### config.mk
export PLATFORM = sky130hd
export DESIGN_NAME = isv_top
export DESIGN_NICKNAME = d
export VERILOG_FILES = /design/src/isv_pkg.sv /design/src/isv_pin_if.sv /design/src/isv_pin_edge.sv /design/src/isv_top.sv
export VERILOG_INCLUDE_DIRS = /design/src
export SDC_FILE = /design/constraint.sdc
export NUM_CORES = 1
export LEC_CHECK = 0
export BUFFER_PORTS_ARGS = -buffer_cell sky130_fd_sc_hd__buf_2
export CORE_ASPECT_RATIO = 0.6
export CORE_UTILIZATION = 39
export DETAILED_ROUTE_END_ITERATION = 10
export GPL_TIMING_DRIVEN = 0
export PLACE_DENSITY_LB_ADDON = 0.15
export SETUP_SLACK_MARGIN = 0.3
export SLEW_MARGIN = 20
export SYNTH_ARGS = -nofsm -noshare
export SYNTH_HDL_FRONTEND = slang
export SYNTH_SLANG_ARGS = --single-unit
### constraint.sdc
create_clock -name hclk -period 4.65 [get_ports hclk]
set_clock_uncertainty 0.15 [all_clocks]
set_input_delay 0.2325 -clock hclk [delete_from_list [all_inputs] [get_ports hclk]]
set_output_delay 0.2325 -clock hclk [all_outputs]
set_load 0.005 [all_outputs]
### src/isv_defs.svh
// isv_defs.svh: offsets, field positions, vectors and reset values of the
// interrupt source and vector logic.
// assumes: included by bare name by the design module isv_top only.
`ifndef ISV_DEFS_SVH
`define ISV_DEFS_SVH

// ****************************************************************
// register byte offsets on the AHB-Lite slave
// ****************************************************************
`define ISV_OFS_CTRL 8'h00
`define ISV_OFS_TBASE 8'h04
`define ISV_OFS_AMATCH 8'h08
`define ISV_OFS_REQ 8'h0c
`define ISV_OFS_LEVEL 8'h10
`define ISV_OFS_STAT 8'h14

// ****************************************************************
// control register fields
// ****************************************************************
`define ISV_CTL_GIE 0
`define ISV_CTL_IPL_LO 1
`define ISV_CTL_IPL_HI 3
`define ISV_CTL_DSTEP 4
`define ISV_CTL_AMEN 5
`define ISV_CTL_USTK 6
`define ISV_CTL_OVF 7
`define ISV_CTL_EDA_LO 8
`define ISV_CTL_EDB_LO 10
`define ISV_CTL_RST 32'h0000_0000

// ****************************************************************
// fixed vector entries (20-bit address space)
// ****************************************************************
`define ISV_VEC_UND 20'hfffdc
`define ISV_VEC_OVF 20'hfffe0
`define ISV_VEC_BRK 20'hfffe4
`define ISV_VEC_AMATCH 20'hfffe8
`define ISV_VEC_STEP 20'hfffec
`define ISV_VEC_WDT 20'hffff0
`define ISV_VEC_DBC 20'hffff4
`define ISV_VEC_RESET 20'hffffc
`define ISV_VEC_ERASED 32'hffff_ffff
`define ISV_TBASE_RST 20'h00000

// ****************************************************************
// request bit positions of on-chip and external pin sources in the request register
// ****************************************************************
`define ISV_REQ_DISP_A 4
`define ISV_REQ_DISP_B 8
`define ISV_REQ_I2C1 9
`define ISV_REQ_I2C0 13
`define ISV_REQ_VSYNC 20
`define ISV_REQ_PIN_A 29
`define ISV_REQ_PIN_B 30

// ****************************************************************
// pending special/software event positions
// ****************************************************************
`define ISV_P_UND 0
`define ISV_P_OVF 1
`define ISV_P_BRK 2
`define ISV_P_SWI 3
`define ISV_P_WDT 4
`define ISV_P_DBC 5
`define ISV_P_STEP 6
`define ISV_P_AM 7
`define ISV_SWI_SPLIT 6'h20
`define ISV_EDGE_BOTH 2'h3

`endif

### src/isv_pkg.sv
// isv_pkg.sv: types shared by the interrupt source and vector logic.
// assumes: isv_defs.svh is on the include path.
package isv_pkg;
  // instruction class reported by the core when an instruction retires
  typedef enum logic [2:0] {
    ISV_INSN_NONE  = 3'b000,
    ISV_INSN_ARITH = 3'b001,
    ISV_INSN_UND   = 3'b010,
    ISV_INSN_INTO  = 3'b011,
    ISV_INSN_BRK   = 3'b100,
    ISV_INSN_INT   = 3'b101,
    ISV_INSN_RETI  = 3'b110,
    ISV_INSN_OTHER = 3'b111
  } isv_insn_t;

  // vector fetch sequencer
  typedef enum logic {
    ISV_ST_IDLE  = 1'b0,
    ISV_ST_FETCH = 1'b1
  } isv_state_t;

  // cause of the interrupt being vectored
  typedef enum logic [3:0] {
    ISV_C_RESET  = 4'h0,
    ISV_C_DBC    = 4'h1,
    ISV_C_WDT    = 4'h2,
    ISV_C_STEP   = 4'h3,
    ISV_C_AMATCH = 4'h4,
    ISV_C_UND    = 4'h5,
    ISV_C_OVF    = 4'h6,
    ISV_C_BRK    = 4'h7,
    ISV_C_SWI    = 4'h8,
    ISV_C_PERIPH = 4'h9
  } isv_cause_t;
endpackage : isv_pkg

### src/isv_pin_if.sv
// isv_pin_if.sv: raw pins, edge modes and request pulses between the
// main block and the pin edge detector.
// assumes: one clock domain, hclk.
`timescale 1ns/100ps
interface isv_pin_if #(parameter int N = 3);
  logic [N-1:0] pin;     // raw asynchronous pin levels
  logic [2*N-1:0] mode;  // per pin: bit0 rising, bit1 falling
  logic [N-1:0] hit;     // one-cycle request pulse per pin
  modport det (input pin, input mode, output hit);
  modport ctl (output pin, output mode, input hit);
endinterface : isv_pin_if

### src/isv_pin_edge.sv
// isv_pin_edge.sv: synchronises external pins and turns selected edges
// into one-cycle request pulses.
// assumes: pins are asynchronous to hclk; modes come from hclk logic.
`timescale 1ns/100ps
module isv_pin_edge import isv_pkg::*; #(
  parameter int N = 3
) (
  input wire logic hclk,
  input wire logic hresetn,
  isv_pin_if.det pins
);

  logic [N-1:0] meta_q; // first stage, read only by sync_q
  logic [N-1:0] sync_q; // second stage
  logic [N-1:0] last_q; // previous synchronised level

  // ****************************************************************
  // two-flop synchroniser, then a history flop for edge detection
  // ****************************************************************
  always_ff @(posedge hclk or negedge hresetn) begin
    if (!hresetn) begin
      meta_q <= '0;
      sync_q <= '0;
      last_q <= '0;
    end else begin
      meta_q <= pins.pin;
      sync_q <= meta_q;
      last_q <= sync_q;
    end
  end

  // per pin: rising, falling or both edges as selected
  for (genvar i = 0; i < N; i++) begin : g_edge
    wire rise = sync_q[i] & ~last_q[i];
    wire fall = ~sync_q[i] & last_q[i];
    assign pins.hit[i] = (rise & pins.mode[2*i]) | (fall & pins.mode[2*i+1]);
  end
endmodule : isv_pin_edge

### src/isv_top.sv
// isv_top.sv: interrupt source classification and vector resolution,
// with an AHB-Lite register slave.
// assumes: the core reports each retired instruction, holds off while
// irq_busy is high, and serves vector reads on the vec_rd port.
//
// The AHB-Lite register port and the address map are this design's own decisions.
`timescale 1ns/100ps
`include "isv_defs.svh"

module isv_top
  import isv_pkg::*;
(
  input wire logic hclk,
  input wire logic hresetn,
  input wire logic hsel,
  input wire logic [31:0] haddr,
  input wire logic [1:0] htrans,
  input wire logic hwrite,
  input wire logic [2:0] hsize,
  input wire logic [31:0] hwdata,
  input wire logic hready,
  output logic hreadyout,
  output logic hresp,
  output logic [31:0] hrdata,
  input wire logic insn_done,
  input wire isv_insn_t insn_kind,
  input wire logic [5:0] insn_operand,
  input wire logic arith_ovf,
  input wire logic fetch_valid,
  input wire logic [19:0] fetch_addr,
  input wire logic [31:0] periph_req,
  input wire logic wdt_req,
  input wire logic debugger_break_interrupt,
  input wire logic external_irq_pin_a,
  input wire logic external_irq_pin_b,
  input wire logic vsync_pin,
  input wire logic display_done_irq_a,
  input wire logic display_done_irq_b,
  input wire logic i2c0_event,
  input wire logic i2c1_event,
  output logic vec_rd_req,
  output logic [19:0] vec_rd_addr,
  input wire logic vec_rd_valid,
  input wire logic [31:0] vec_rd_data,
  output logic branch_valid,
  output logic [19:0] branch_addr,
  output logic irq_busy,
  output logic stack_select
);

  // ****************************************************************
  // state
  // ****************************************************************
  logic [31:0] ctrl_q;      // enable, level, step, match enable, edges
  logic [19:0] tbase_q;     // relocatable table base
  logic [19:0] amatch_q;    // programmed match address
  logic [31:0] req_q;       // request bits of table sources 0..31
  logic [2:0] level_q;      // common priority level of peripheral sources
  logic ovf_q;              // arithmetic overflow flag
  logic ustk_q;             // stack select: 0 interrupt stack pointer
  logic usave_q;            // stack select saved at acceptance
  logic [7:0] pend_q;       // pending special and software events
  logic [5:0] swi_num_q;    // operand of the pending software interrupt
  isv_state_t state_q;      // fetch sequencer
  isv_cause_t cause_q;      // cause being vectored
  logic [5:0] num_q;        // table number being vectored
  logic brk_fb_q;           // breakpoint already fell back to table
  logic [19:0] vaddr_q;     // vector entry address being read
  logic bvalid_q;           // branch pulse
  logic [19:0] baddr_q;     // branch target
  logic [31:0] stat_q;      // last branch, number and cause
  logic [31:0] rdata_q;     // bus read data
  logic dph_wr_q;           // write data phase pending
  logic [7:0] dph_ofs_q;    // offset of the pending write

  // ****************************************************************
  // bus decode: zero wait, always OKAY, only word accesses act
  // ****************************************************************
  wire ap_ok = hsel & htrans[1] & hready & (hsize == 3'h2);
  wire [7:0] ap_ofs = haddr[7:0];
  wire wr_ctrl = dph_wr_q & (dph_ofs_q == `ISV_OFS_CTRL);
  wire wr_tbase = dph_wr_q & (dph_ofs_q == `ISV_OFS_TBASE);
  wire wr_amatch = dph_wr_q & (dph_ofs_q == `ISV_OFS_AMATCH);
  wire wr_req = dph_wr_q & (dph_ofs_q == `ISV_OFS_REQ);
  wire wr_level = dph_wr_q & (dph_ofs_q == `ISV_OFS_LEVEL);
  wire gie = ctrl_q[`ISV_CTL_GIE];
  wire [2:0] ipl = ctrl_q[`ISV_CTL_IPL_HI:`ISV_CTL_IPL_LO];

  // read mux; an unmapped offset reads zero
  wire [31:0] ctrl_view = {ctrl_q[31:8], ovf_q, ustk_q, ctrl_q[5:0]};
  wire [31:0] rd_mux =
    (ap_ofs == `ISV_OFS_CTRL)   ? ctrl_view :
    (ap_ofs == `ISV_OFS_TBASE)  ? {12'h000, tbase_q} :
    (ap_ofs == `ISV_OFS_AMATCH) ? {12'h000, amatch_q} :
    (ap_ofs == `ISV_OFS_REQ)    ? req_q :
    (ap_ofs == `ISV_OFS_LEVEL)  ? {29'h0000000, level_q} :
    (ap_ofs == `ISV_OFS_STAT)   ? stat_q : 32'h0000_0000;

  assign hreadyout = 1'b1;
  assign hresp = 1'b0;
  assign hrdata = rdata_q;

  // ****************************************************************
  // external pins: pin a, pin b, vertical sync
  // ****************************************************************
  isv_pin_if #(.N(3)) pin_bus ();
  assign pin_bus.pin = {vsync_pin, external_irq_pin_b, external_irq_pin_a};
  assign pin_bus.mode = {`ISV_EDGE_BOTH, ctrl_q[`ISV_CTL_EDB_LO+:2], ctrl_q[`ISV_CTL_EDA_LO+:2]};

  isv_pin_edge #(.N(3)) u_pins (
    .hclk(hclk),
    .hresetn(hresetn),
    .pins(pin_bus.det)
  );

  // ****************************************************************
  // request sources feeding the table entries
  // ****************************************************************
  logic [31:0] src_set;
  always_comb begin
    src_set = periph_req;
    src_set[`ISV_REQ_PIN_A] = periph_req[`ISV_REQ_PIN_A] | pin_bus.hit[0];
    src_set[`ISV_REQ_PIN_B] = periph_req[`ISV_REQ_PIN_B] | pin_bus.hit[1];
    src_set[`ISV_REQ_VSYNC] = periph_req[`ISV_REQ_VSYNC] | pin_bus.hit[2];
    src_set[`ISV_REQ_I2C0] = periph_req[`ISV_REQ_I2C0] | i2c0_event;
    src_set[`ISV_REQ_I2C1] = periph_req[`ISV_REQ_I2C1] | i2c1_event;
    src_set[`ISV_REQ_DISP_A] = periph_req[`ISV_REQ_DISP_A] | display_done_irq_a;
    src_set[`ISV_REQ_DISP_B] = periph_req[`ISV_REQ_DISP_B] | display_done_irq_b;
  end

  // ****************************************************************
  // instruction and special events
  // ****************************************************************
  wire retire = insn_done;
  wire ev_und = retire & (insn_kind == ISV_INSN_UND);
  wire ev_ovf = retire & (insn_kind == ISV_INSN_INTO) & ovf_q;
  wire ev_brk = retire & (insn_kind == ISV_INSN_BRK);
  wire ev_swi = retire & (insn_kind == ISV_INSN_INT);
  wire ev_step = retire & ctrl_q[`ISV_CTL_DSTEP];
  // the core presents only instruction start addresses here
  wire ev_am = fetch_valid & ctrl_q[`ISV_CTL_AMEN] & (fetch_addr == amatch_q);
  wire [7:0] pend_set = {ev_am, ev_step, debugger_break_interrupt, wdt_req,
                         ev_swi, ev_brk, ev_ovf, ev_und};

  // ****************************************************************
  // selection: specials, then instruction traps, then peripherals
  // ****************************************************************
  // peripheral requests pass only with enable set and level above ipl
  wire mask_open = gie & (level_q > ipl);
  wire [31:0] req_live = mask_open ? req_q : 32'h0000_0000;

  // lowest numbered live request wins; full level arbitration is outside
  function automatic logic [5:0] isv_first(input logic [31:0] v);
    logic [5:0] r;
    r = 6'h00;
    for (int i = 31; i >= 0; i--) begin
      if (v[i]) begin
        r = 6'(i);
      end
    end
    return r;
  endfunction : isv_first

  // specials and traps never look at the enable or level
  wire any_pend = |pend_q;
  wire any_req = |req_live;
  wire can_take = (state_q == ISV_ST_IDLE) & ~bvalid_q;
  wire take = can_take & (any_pend | any_req);

  isv_cause_t pick_cause;
  logic [19:0] pick_vec;
  logic [5:0] pick_num;
  logic [7:0] pend_clr;
  always_comb begin
    pick_cause = ISV_C_PERIPH;
    pick_num = isv_first(req_live);
    pick_vec = tbase_q + {12'h000, pick_num, 2'b00};
    pend_clr = 8'h00;
    if (pend_q[`ISV_P_DBC]) begin
      pick_cause = ISV_C_DBC;
      pick_vec = `ISV_VEC_DBC;
      pend_clr[`ISV_P_DBC] = 1'b1;
    end else if (pend_q[`ISV_P_WDT]) begin
      pick_cause = ISV_C_WDT;
      pick_vec = `ISV_VEC_WDT;
      pend_clr[`ISV_P_WDT] = 1'b1;
    end else if (pend_q[`ISV_P_STEP]) begin
      pick_cause = ISV_C_STEP;
      pick_vec = `ISV_VEC_STEP;
      pend_clr[`ISV_P_STEP] = 1'b1;
    end else if (pend_q[`ISV_P_AM]) begin
      pick_cause = ISV_C_AMATCH;
      pick_vec = `ISV_VEC_AMATCH;
      pend_clr[`ISV_P_AM] = 1'b1;
    end else if (pend_q[`ISV_P_UND]) begin
      pick_cause = ISV_C_UND;
      pick_vec = `ISV_VEC_UND;
      pend_clr[`ISV_P_UND] = 1'b1;
    end else if (pend_q[`ISV_P_OVF]) begin
      pick_cause = ISV_C_OVF;
      pick_vec = `ISV_VEC_OVF;
      pend_clr[`ISV_P_OVF] = 1'b1;
    end else if (pend_q[`ISV_P_BRK]) begin
      pick_cause = ISV_C_BRK;
      pick_vec = `ISV_VEC_BRK;
      pend_clr[`ISV_P_BRK] = 1'b1;
    end else if (pend_q[`ISV_P_SWI]) begin
      pick_cause = ISV_C_SWI;
      pick_num = swi_num_q;
      pick_vec = tbase_q + {12'h000, swi_num_q, 2'b00};
      pend_clr[`ISV_P_SWI] = 1'b1;
    end
  end

  // table numbers below 32 switch to the interrupt stack pointer
  wire low_num = (pick_cause == ISV_C_PERIPH) |
                 ((pick_cause == ISV_C_SWI) & (swi_num_q < `ISV_SWI_SPLIT));

  // ****************************************************************
  // vector fetch and branch
  // ****************************************************************
  wire got = (state_q == ISV_ST_FETCH) & vec_rd_valid;
  // an erased breakpoint entry sends the read to table entry zero
  wire brk_fall = got & (cause_q == ISV_C_BRK) & ~brk_fb_q &
                  (vec_rd_data == `ISV_VEC_ERASED);
  wire done = got & ~brk_fall;

  assign vec_rd_req = (state_q == ISV_ST_FETCH);
  assign vec_rd_addr = vaddr_q;
  assign branch_valid = bvalid_q;
  assign branch_addr = baddr_q;
  assign irq_busy = (state_q == ISV_ST_FETCH) | bvalid_q;
  assign stack_select = ustk_q;

  // request bits: set wins over any clear in the same cycle
  wire [31:0] accept_clr = (take & (pick_cause == ISV_C_PERIPH)) ?
                           (32'h0000_0001 << pick_num[4:0]) : 32'h0000_0000;
  wire [31:0] sw_keep = wr_req ? hwdata : 32'hffff_ffff;
  wire [31:0] req_d = (req_q & sw_keep & ~accept_clr) | src_set;

  // ****************************************************************
  // bus-side registers
  // ****************************************************************
  always_ff @(posedge hclk or negedge hresetn) begin
    if (!hresetn) begin
      dph_wr_q <= 1'b0;
      dph_ofs_q <= 8'h00;
      rdata_q <= 32'h0000_0000;
    end else begin
      dph_wr_q <= ap_ok & hwrite;
      dph_ofs_q <= ap_ofs;
      if (ap_ok & ~hwrite) begin
        rdata_q <= rd_mux;
      end
    end
  end

  // software configuration; stack select and overflow live elsewhere
  always_ff @(posedge hclk or negedge hresetn) begin
    if (!hresetn) begin
      ctrl_q <= `ISV_CTL_RST;
      tbase_q <= `ISV_TBASE_RST;
      amatch_q <= 20'h00000;
      level_q <= 3'h0;
    end else begin
      if (wr_ctrl) begin
        ctrl_q <= hwdata;
      end
      if (wr_tbase) begin
        tbase_q <= hwdata[19:0];
      end
      if (wr_amatch) begin
        amatch_q <= hwdata[19:0];
      end
      if (wr_level) begin
        level_q <= hwdata[2:0];
      end
    end
  end

  // ****************************************************************
  // flags, requests and pending events
  // ****************************************************************
  always_ff @(posedge hclk or negedge hresetn) begin
    if (!hresetn) begin
      ovf_q <= 1'b0;
      ustk_q <= 1'b0;
      usave_q <= 1'b0;
      req_q <= 32'h0000_0000;
      pend_q <= 8'h00;
      swi_num_q <= 6'h00;
    end else begin
      req_q <= req_d;
      // a new event wins over the clear of its own flag
      pend_q <= (pend_q & ~(take ? pend_clr : 8'h00)) | pend_set;
      if (ev_swi) begin
        swi_num_q <= insn_operand;
      end
      if (retire & (insn_kind == ISV_INSN_ARITH)) begin
        ovf_q <= arith_ovf;
      end
      if (take & low_num) begin
        usave_q <= ustk_q;
        ustk_q <= 1'b0;
      end else if (retire & (insn_kind == ISV_INSN_RETI)) begin
        ustk_q <= usave_q;
      end else if (wr_ctrl) begin
        ustk_q <= hwdata[`ISV_CTL_USTK];
      end
    end
  end

  // ****************************************************************
  // sequencer: reset starts with the reset vector read
  // ****************************************************************
  always_ff @(posedge hclk or negedge hresetn) begin
    if (!hresetn) begin
      state_q <= ISV_ST_FETCH;
      cause_q <= ISV_C_RESET;
      vaddr_q <= `ISV_VEC_RESET;
      num_q <= 6'h00;
      brk_fb_q <= 1'b0;
      bvalid_q <= 1'b0;
      baddr_q <= 20'h00000;
      stat_q <= 32'h0000_0000;
    end else begin
      bvalid_q <= done;
      unique case (state_q)
        ISV_ST_IDLE: begin
          if (take) begin
            state_q <= ISV_ST_FETCH;
            cause_q <= pick_cause;
            vaddr_q <= pick_vec;
            num_q <= pick_num;
            brk_fb_q <= 1'b0;
          end
        end
        ISV_ST_FETCH: begin
          if (brk_fall) begin
            vaddr_q <= tbase_q;
            brk_fb_q <= 1'b1;
          end else if (done) begin
            state_q <= ISV_ST_IDLE;
            baddr_q <= vec_rd_data[19:0];
            stat_q <= {2'b00, cause_q, num_q, vec_rd_data[19:0]};
          end
        end
      endcase
    end
  end
endmodule : isv_top

==> results of run 1 <==
## metrics by stage
step	worst slack, ps	total power [mW]	utilization (%)	TNS [ps]
after floorplan	900	3.16	-	0
after global placement	-1040	3.77	45.5	-221010
after detailed placement	-69.2	3.79	45.8	-69.2
after CTS	384	5.96	54.1	0
after global routing	289	6.18	54.2	0
final	436	5.95	54.2	0
## power by group
group          internal [mW]  switching [mW]  leakage, nW
clock                   1.25           0.847        0.410
combinational          0.619           0.658         3.59
sequential              2.35           0.226         2.83
## critical path: stages, from the launching register on
cell	delay, ps
dfrtp_1	480
nor3_1	280
o21ai_0	240
a311oi_2	470
o32a_1	330
o41ai_2	100
ha_2	220
fa_1	430
a21o_1	210
a21oi_2	240
nor2b_1	80
o21a_1	210
nor2_1	130
a21oi_1	80
o22ai_1	330
a21oi_1	120
## final cells by class
class / instances / area (µm²)
Buffer: 85 / 443
Clock buffer: 31 / 678
Clock inverter: 10 / 156
Fill cell: 2542 / 13200
Inverter: 19 / 71.3
Multi-Input combinational cell: 750 / 5140
Sequential cell: 235 / 5900
Tap cell: 400 / 500
Timing Repair Buffer: 388 / 2770
## state kept, by name (all words and copies together) (netlist names), 3 cells and up
name,cells
hrdata,32
req_q,32
ctrl_q,30
amatch_q,20
tbase_q,20
vec_rd_addr,20
branch_addr,19
stat_q,11
dph_ofs_q,8
pend_q,8
num_q,6
swi_num_q,6
cause_q,4
level_q,3
u_pins.last_q,3
u_pins.meta_q,3
u_pins.sync_q,3
## cells by family after synthesis
kind of cell / share of synthesized area [%]
simple gates: 12.2
xor+xnor: 2.74
flops: 51.4
compound gates: 17.2
other cells: 0.0653
fa+ha+maj: 1.15
mux: 10.8
buf+inv: 4.47
## timing repair
action | CTS | global route
endpoints found under the hold margin | 386 | 0
setup endpoints to repair | 11 | 16
pin swaps | 1 | 5
gates resized for setup | 6 | 6
hold buffers | 154 | 0
setup buffers | 1 | 0
## layer usage
metal | track usage [%] | share of wire, %
met5 | 0 | 0
met4 | 5.90 | 2.0
met3 | 9.29 | 11
met2 | 40.3 | 41
met1 | 43.4 | 46
## cells in the final DEF, fill, tap and decap left out, types with 5 or more instances in the layout
cell type / instances
nor4_1: 20
nand3b_1: 6
dlygate4sd3_1: 154
nor3_1: 45
o21bai_1: 26
a31oi_1: 12
dfrtp_1: 216
buf_1: 5
nand4_1: 11
clkbuf_1: 45
xor2_1: 29
or3_1: 6
buf_2: 242
dfstp_2: 19
and3_1: 7
nand3_1: 16
a32o_1: 11
xnor2_1: 7
nor2_1: 56
a221oi_1: 38
buf_4: 24
a21o_1: 8
o31ai_1: 7
mux2_2: 108
inv_1: 19
nand2b_1: 9
or4_1: 8
o21ai_0: 119
a21oi_1: 43
ha_1: 8
nand2_1: 83
clkbuf_16: 25
## worst min path at each step
stage	start	end	slack, ps
CTS	hresetn	num_q[0]$_DFFE_PN0P_	70
detailed placement	hresetn	hrdata[26]$_DFFE_PN0P_	30
floorplan	hresetn	amatch_q[0]$_DFFE_PN0P_	-210
global route	vec_rd_data[22]	brk_fb_q$_DFFE_PN0P_	80
finish	hresetn	num_q[0]$_DFFE_PN0P_	50
global placement	u_pins.meta_q[0]$_DFF_PN0_	u_pins.sync_q[0]$_DFF_PN0_	180
==> results.py, run 1 <==
metrics = {
    "worst_setup_path": {
        "cp-startpoint": "req_q[11]$_DFF_PN0_",
        "arrival_ps": 4500,
        "critPathLaunchType": "register",
        "worstReg2RegEnd": "vec_rd_addr[8]$_DFFE_PN1P_",
        "r2r_cells": 15,
        "rrSetupSlack_ps": 440,
        "crit_type": "reg2reg",
        "cp_max_fo": 6,
        "endpoint_kind": "register",
        "required_ps": 4940,
        "worstReg2RegStart": "req_q[11]$_DFF_PN0_",
        "critPathCapture": "vec_rd_addr[8]$_DFFE_PN1P_",
    },
    "synth": {
        "netlist_top_cells_count": "dfrtp_1 (216), o21ai_0 (121), mux2_2 (108)",
        "synth.most_common_cell": "dfrtp_1",
        "syn-instance-count": 1089,
        "syn_area_um2": 11500,
        "synth.distinct_cells": 68,
        "synth-main-ff-cell": "dfrtp_1",
        "yosys_warnings": 0,
        "yosys.area.top_type": "dfrtp_1",
        "syn-num-nets": 1279,
        "postSynthAreaPerCell_um2": 10.6,
        "synth_area_leaders": "dfrtp_1 (47%), mux2_2 (11%), o21ai_0 (5.3%), dfstp_2 (4.3%), a221oi_1 (2.9%)",
        "ys_seq_elements": 235,
        "synth_top_area_share_pct": 47.0,
        "synth_edf_count": 0,
        "ys_async_sr_fraction_pct": 100,
        "yosysSeqAreaShare_pct": 51.4,
    },
    "power_and_ir_drop": {
        "cellPowerDensity_nw_per_um2": 380,
        "p_leak_nw": 6.83,
        "peakVddDrop_v": 0.000249,
    },
    "hold_path": {
        "hold_class": "in2async",
    },
    "run": {
        "cap_violations": 0,
    },
    "sta": {
        "period_share_pct": 90.6,
        "slew_headroom_pct": 36.2,
        "tightest_slew_ps": 957,
        "fmax_mhz": 237,
        "rsz0062_at_grt": "true",
        "hold_violations": 0,
        "finalSetupViolations": 0,
        "slew_viol_final": 0,
        "holdWs_ps": 52.8,
        "fin_crit_ps": 4210,
    },
    "global_routing": {
        "grt_overflow": 0,
        "grt_pass1_vias": 10300,
        "grt_pass1_wl_um": 64200,
        "antenna_found_initial": 0,
        "grt_start_max_net_pins": 94,
        "grt_usage_pct": 28.9,
    },
    "detailed_routing": {
        "wl_per_cell_um": 22.8,
        "drtAntennaViolNets": 0,
        "routed_via_density": 5.61,
        "wl_um": 43800,
        "drtIter0Drc": 1005,
        "via_count": 10800,
        "drc": 0,
        "drtPass1Iterations": 5,
    },
    "cts": {
        "cts_buffers": 24,
        "cts_tree": "built",
        "htreeDepth": 1,
        "clock_latency_ps": 550,
        "cts_buffer_depth": 3,
        "cts.sinks": 235,
        "clk_pin_slew_worst_paths_ps": 70,
        "cts_root_buf": "clkbuf_16",
    },
    "floorplanning": {
        "start_util_pct": 39.8,
        "coreArea_um2": 28900,
        "die_width_um": 224,
        "die-area_um2": 30200,
        "rows": 48,
        "die_h_um": 135,
        "io-pin-count": 258,
    },
    "placed_design": {
        "gp_congestion": 0.923,
        "placed_area_um2": 13200,
        "port_buffers": 230,
        "dp_hpwl_um": 32900,
        "numPlacedInstances": 1722,
    },
    "cells_and_area": {
        "n_antenna_cell": 0,
        "drive_above_1_share_pct": 30.0,
        "area_delta_synth_final_pct": 36.3,
        "instances_no_fill": 1918,
        "nets": 1693,
        "final_area_um2": 15700,
    },
    "run_status": {
        "outcome": "finished clean",
    },
}
(Power assumes the default switching activity.)
==> run 2: changes to the inputs <==
Settings changed: CORE_UTILIZATION 39 to 55.
==> results.py, run 2 (synthesized netlist as in run 1, its figures left out) <==
metrics = {
    "run_status": {
        "outcome": "finished clean",
    },
    "cts": {
        "cts_root_buf": "clkbuf_16",
        "clk_pin_slew_worst_paths_ps": 70,
        "clock_latency_ps": 530,
        "htreeDepth": 1,
        "cts_tree": "built",
        "cts.sinks": 235,
        "post-cts-setup-buffers": 0,
        "cts_buffers": 22,
        "cts_buffer_depth": 3,
    },
    "worst_setup_path": {
        "critPathLaunchType": "register",
        "r2r_cells": 14,
        "path_depth": 14,
        "worstReg2RegStart": "level_q[2]$_DFFE_PN0P_",
        "worstReg2RegEnd": "vec_rd_addr[5]$_DFFE_PN1P_",
        "cp_max_fo": 7,
        "cpPeakStageDelay_ps": 480,
        "endpoint_kind": "register",
        "crit_top_cell": "a21oi_1",
        "cp-startpoint": "level_q[2]$_DFFE_PN0P_",
        "path_cells": "ha_1 -> and3b_1 -> o211ai_4 -> or4_1 -> o32a_1 -> o41ai_2 -> ha_2 -> a21o_1 -> a21oi_1 -> xnor2_1 -> a21oi_1 -> or4_1 -> o21ai_0 -> a21oi_1",
        "crit_type": "reg2reg",
        "arrival_ps": 4460,
        "critPathTopFamily": "compound AO/OA/AOI/OAI gates",
        "crit_path_top_delay_cell": "or4_1",
        "required_ps": 4930,
        "cp_num_buf_inv": 0,
        "rrSetupSlack_ps": 470,
        "critPathCapture": "vec_rd_addr[5]$_DFFE_PN1P_",
    },
    "floorplanning": {
        "io-pin-count": 258,
        "coreArea_um2": 20200,
        "die_h_um": 114,
        "die-area_um2": 21500,
        "die_width_um": 189,
        "rows": 40,
        "start_util_pct": 56.9,
    },
    "global_routing": {
        "grt_pass1_vias": 10800,
        "antenna_found_initial": 0,
        "grt_pass1_wl_um": 64200,
        "grt_start_max_net_pins": 99,
        "grt_usage_pct": 40.0,
        "grt_overflow": 0,
    },
    "sta": {
        "hold_violations": 0,
        "setup-tns-final_ps": 0,
        "tightest_slew_ps": 943,
        "slew_headroom_pct": 36.6,
        "fmax_mhz": 239,
        "period_share_pct": 89.8,
        "slew_viol_final": 0,
        "fin_crit_ps": 4180,
        "rsz0062_at_grt": "true",
        "finalSetupViolations": 0,
    },
    "detailed_routing": {
        "wl_per_cell_um": 23.8,
        "drtPass1Iterations": 6,
        "drc": 0,
        "wl_um": 42400,
        "via_count": 11000,
        "drtIter0Drc": 1227,
        "drtAntennaViolNets": 0,
        "routed_via_density": 6.17,
    },
    "cells_and_area": {
        "final_common_cell": "buf_2",
        "fillers": 1350,
        "nets": 1685,
        "drive_above_1_share_pct": 30.0,
        "instances_no_fill": 1785,
        "final_cell_mix": "buf_2 (241), dfrtp_1 (216), dlygate4sd3_1 (150)",
        "post-route-util_pct": 76.3,
        "final_area_um2": 15400,
        "area_delta_synth_final_pct": 34.1,
    },
    "power_and_ir_drop": {
        "p_leak_nw": 6.78,
        "cellPowerDensity_nw_per_um2": 381,
        "p_total_mw": 5.87,
        "peakVddDrop_v": 0.000301,
    },
    "run": {
        "cap_violations": 0,
    },
    "placed_design": {
        "placed_area_um2": 13100,
        "dp_hpwl_um": 29600,
        "gp_congestion": 0.966,
        "port_buffers": 230,
        "numPlacedInstances": 1594,
    },
    "hold_path": {
        "hold_class": "in2reg",
    },
}
==> run 2: cell count changes in the layout (fill, tap and decap cells not counted), sizes merged <==
cell	delta
buf	-2
dlygate4sd3	-4
clkinv	-1
clkbuf	-1
clkinvlp	+1
diode	+1
==> run 2: repair_timing <==
action,CTS,global route
endpoints found under the setup margin,10,16
endpoints found under the hold margin,384,0
gates resized for setup,2,12
pin swaps,0,3
hold buffers,150,0
==> run 2: how the worst min path moves through the flow <==
stage	from	to	depth (start not counted)
3_5_place_dp	hresetn	hrdata[24]$_DFFE_PN0P_	1
6_report	fetch_addr[4]	pend_q[7]$_DFF_PN0_	4
4_1_cts	fetch_addr[4]	pend_q[7]$_DFF_PN0_	4
5_1_grt	fetch_addr[4]	pend_q[7]$_DFF_PN0_	4
2_1_floorplan	hresetn	amatch_q[0]$_DFFE_PN0P_	0
3_3_place_gp	u_pins.meta_q[0]$_DFF_PN0_	u_pins.sync_q[0]$_DFF_PN0_	0
==> run 2: final cells by class <==
cell class | count | area [µm²] | area share, %
sequential | 235 | 5900 | 38.3
clock inverter | 10 | 159 | 1.03
timing repair buffer | 382 | 2720 | 17.6
buffer | 85 | 443 | 2.87
clock buffer | 30 | 622 | 4.03
antenna | 1 | 2.50 | 0.0162
tap | 273 | 342 | 2.22
multi-input combinational | 750 | 5160 | 33.4
inverter | 19 | 71.3 | 0.463
==> run 2: report_power, final <==
group / internal (mW) / total (mW) / leakage (nW) / switching [mW]
Sequential: 2.35 / 2.59 / 2.83 / 0.236
Combinational: 0.617 / 1.28 / 3.57 / 0.667
Clock: 1.16 / 2.00 / 0.376 / 0.832
Total: 4.13 / 5.87 / 6.78 / 1.74
==> run 2: through the flow <==
stage	setup WS (ps)	hold slack [ps]
after floorplan	900	-213
after global placement	-920	182
after detailed placement	141	2.50
after CTS	284	8.52
after global routing	303	19.7
final	474	4.47
==> run 2: worst reg2reg max path: cells and delay by family, from the launching register on <==
kind	cells	cell delay, ps
flip-flops	1	420
AND/OR/NAND/NOR	3	1120
AO/OA/AOI/OAI	8	1630
XOR/XNOR	1	170
adder cells (fa/ha/maj)	2	580
==> run 2: metal layers <==
layer	GRT usage [%]	vias to the layer above	part of all wire [%]
met5	0	-	0
met4	12.0	0	3.0
met3	13.2	100	14
met2	56.4	764	41
met1	58.3	5350	42
li1	-	4806	-
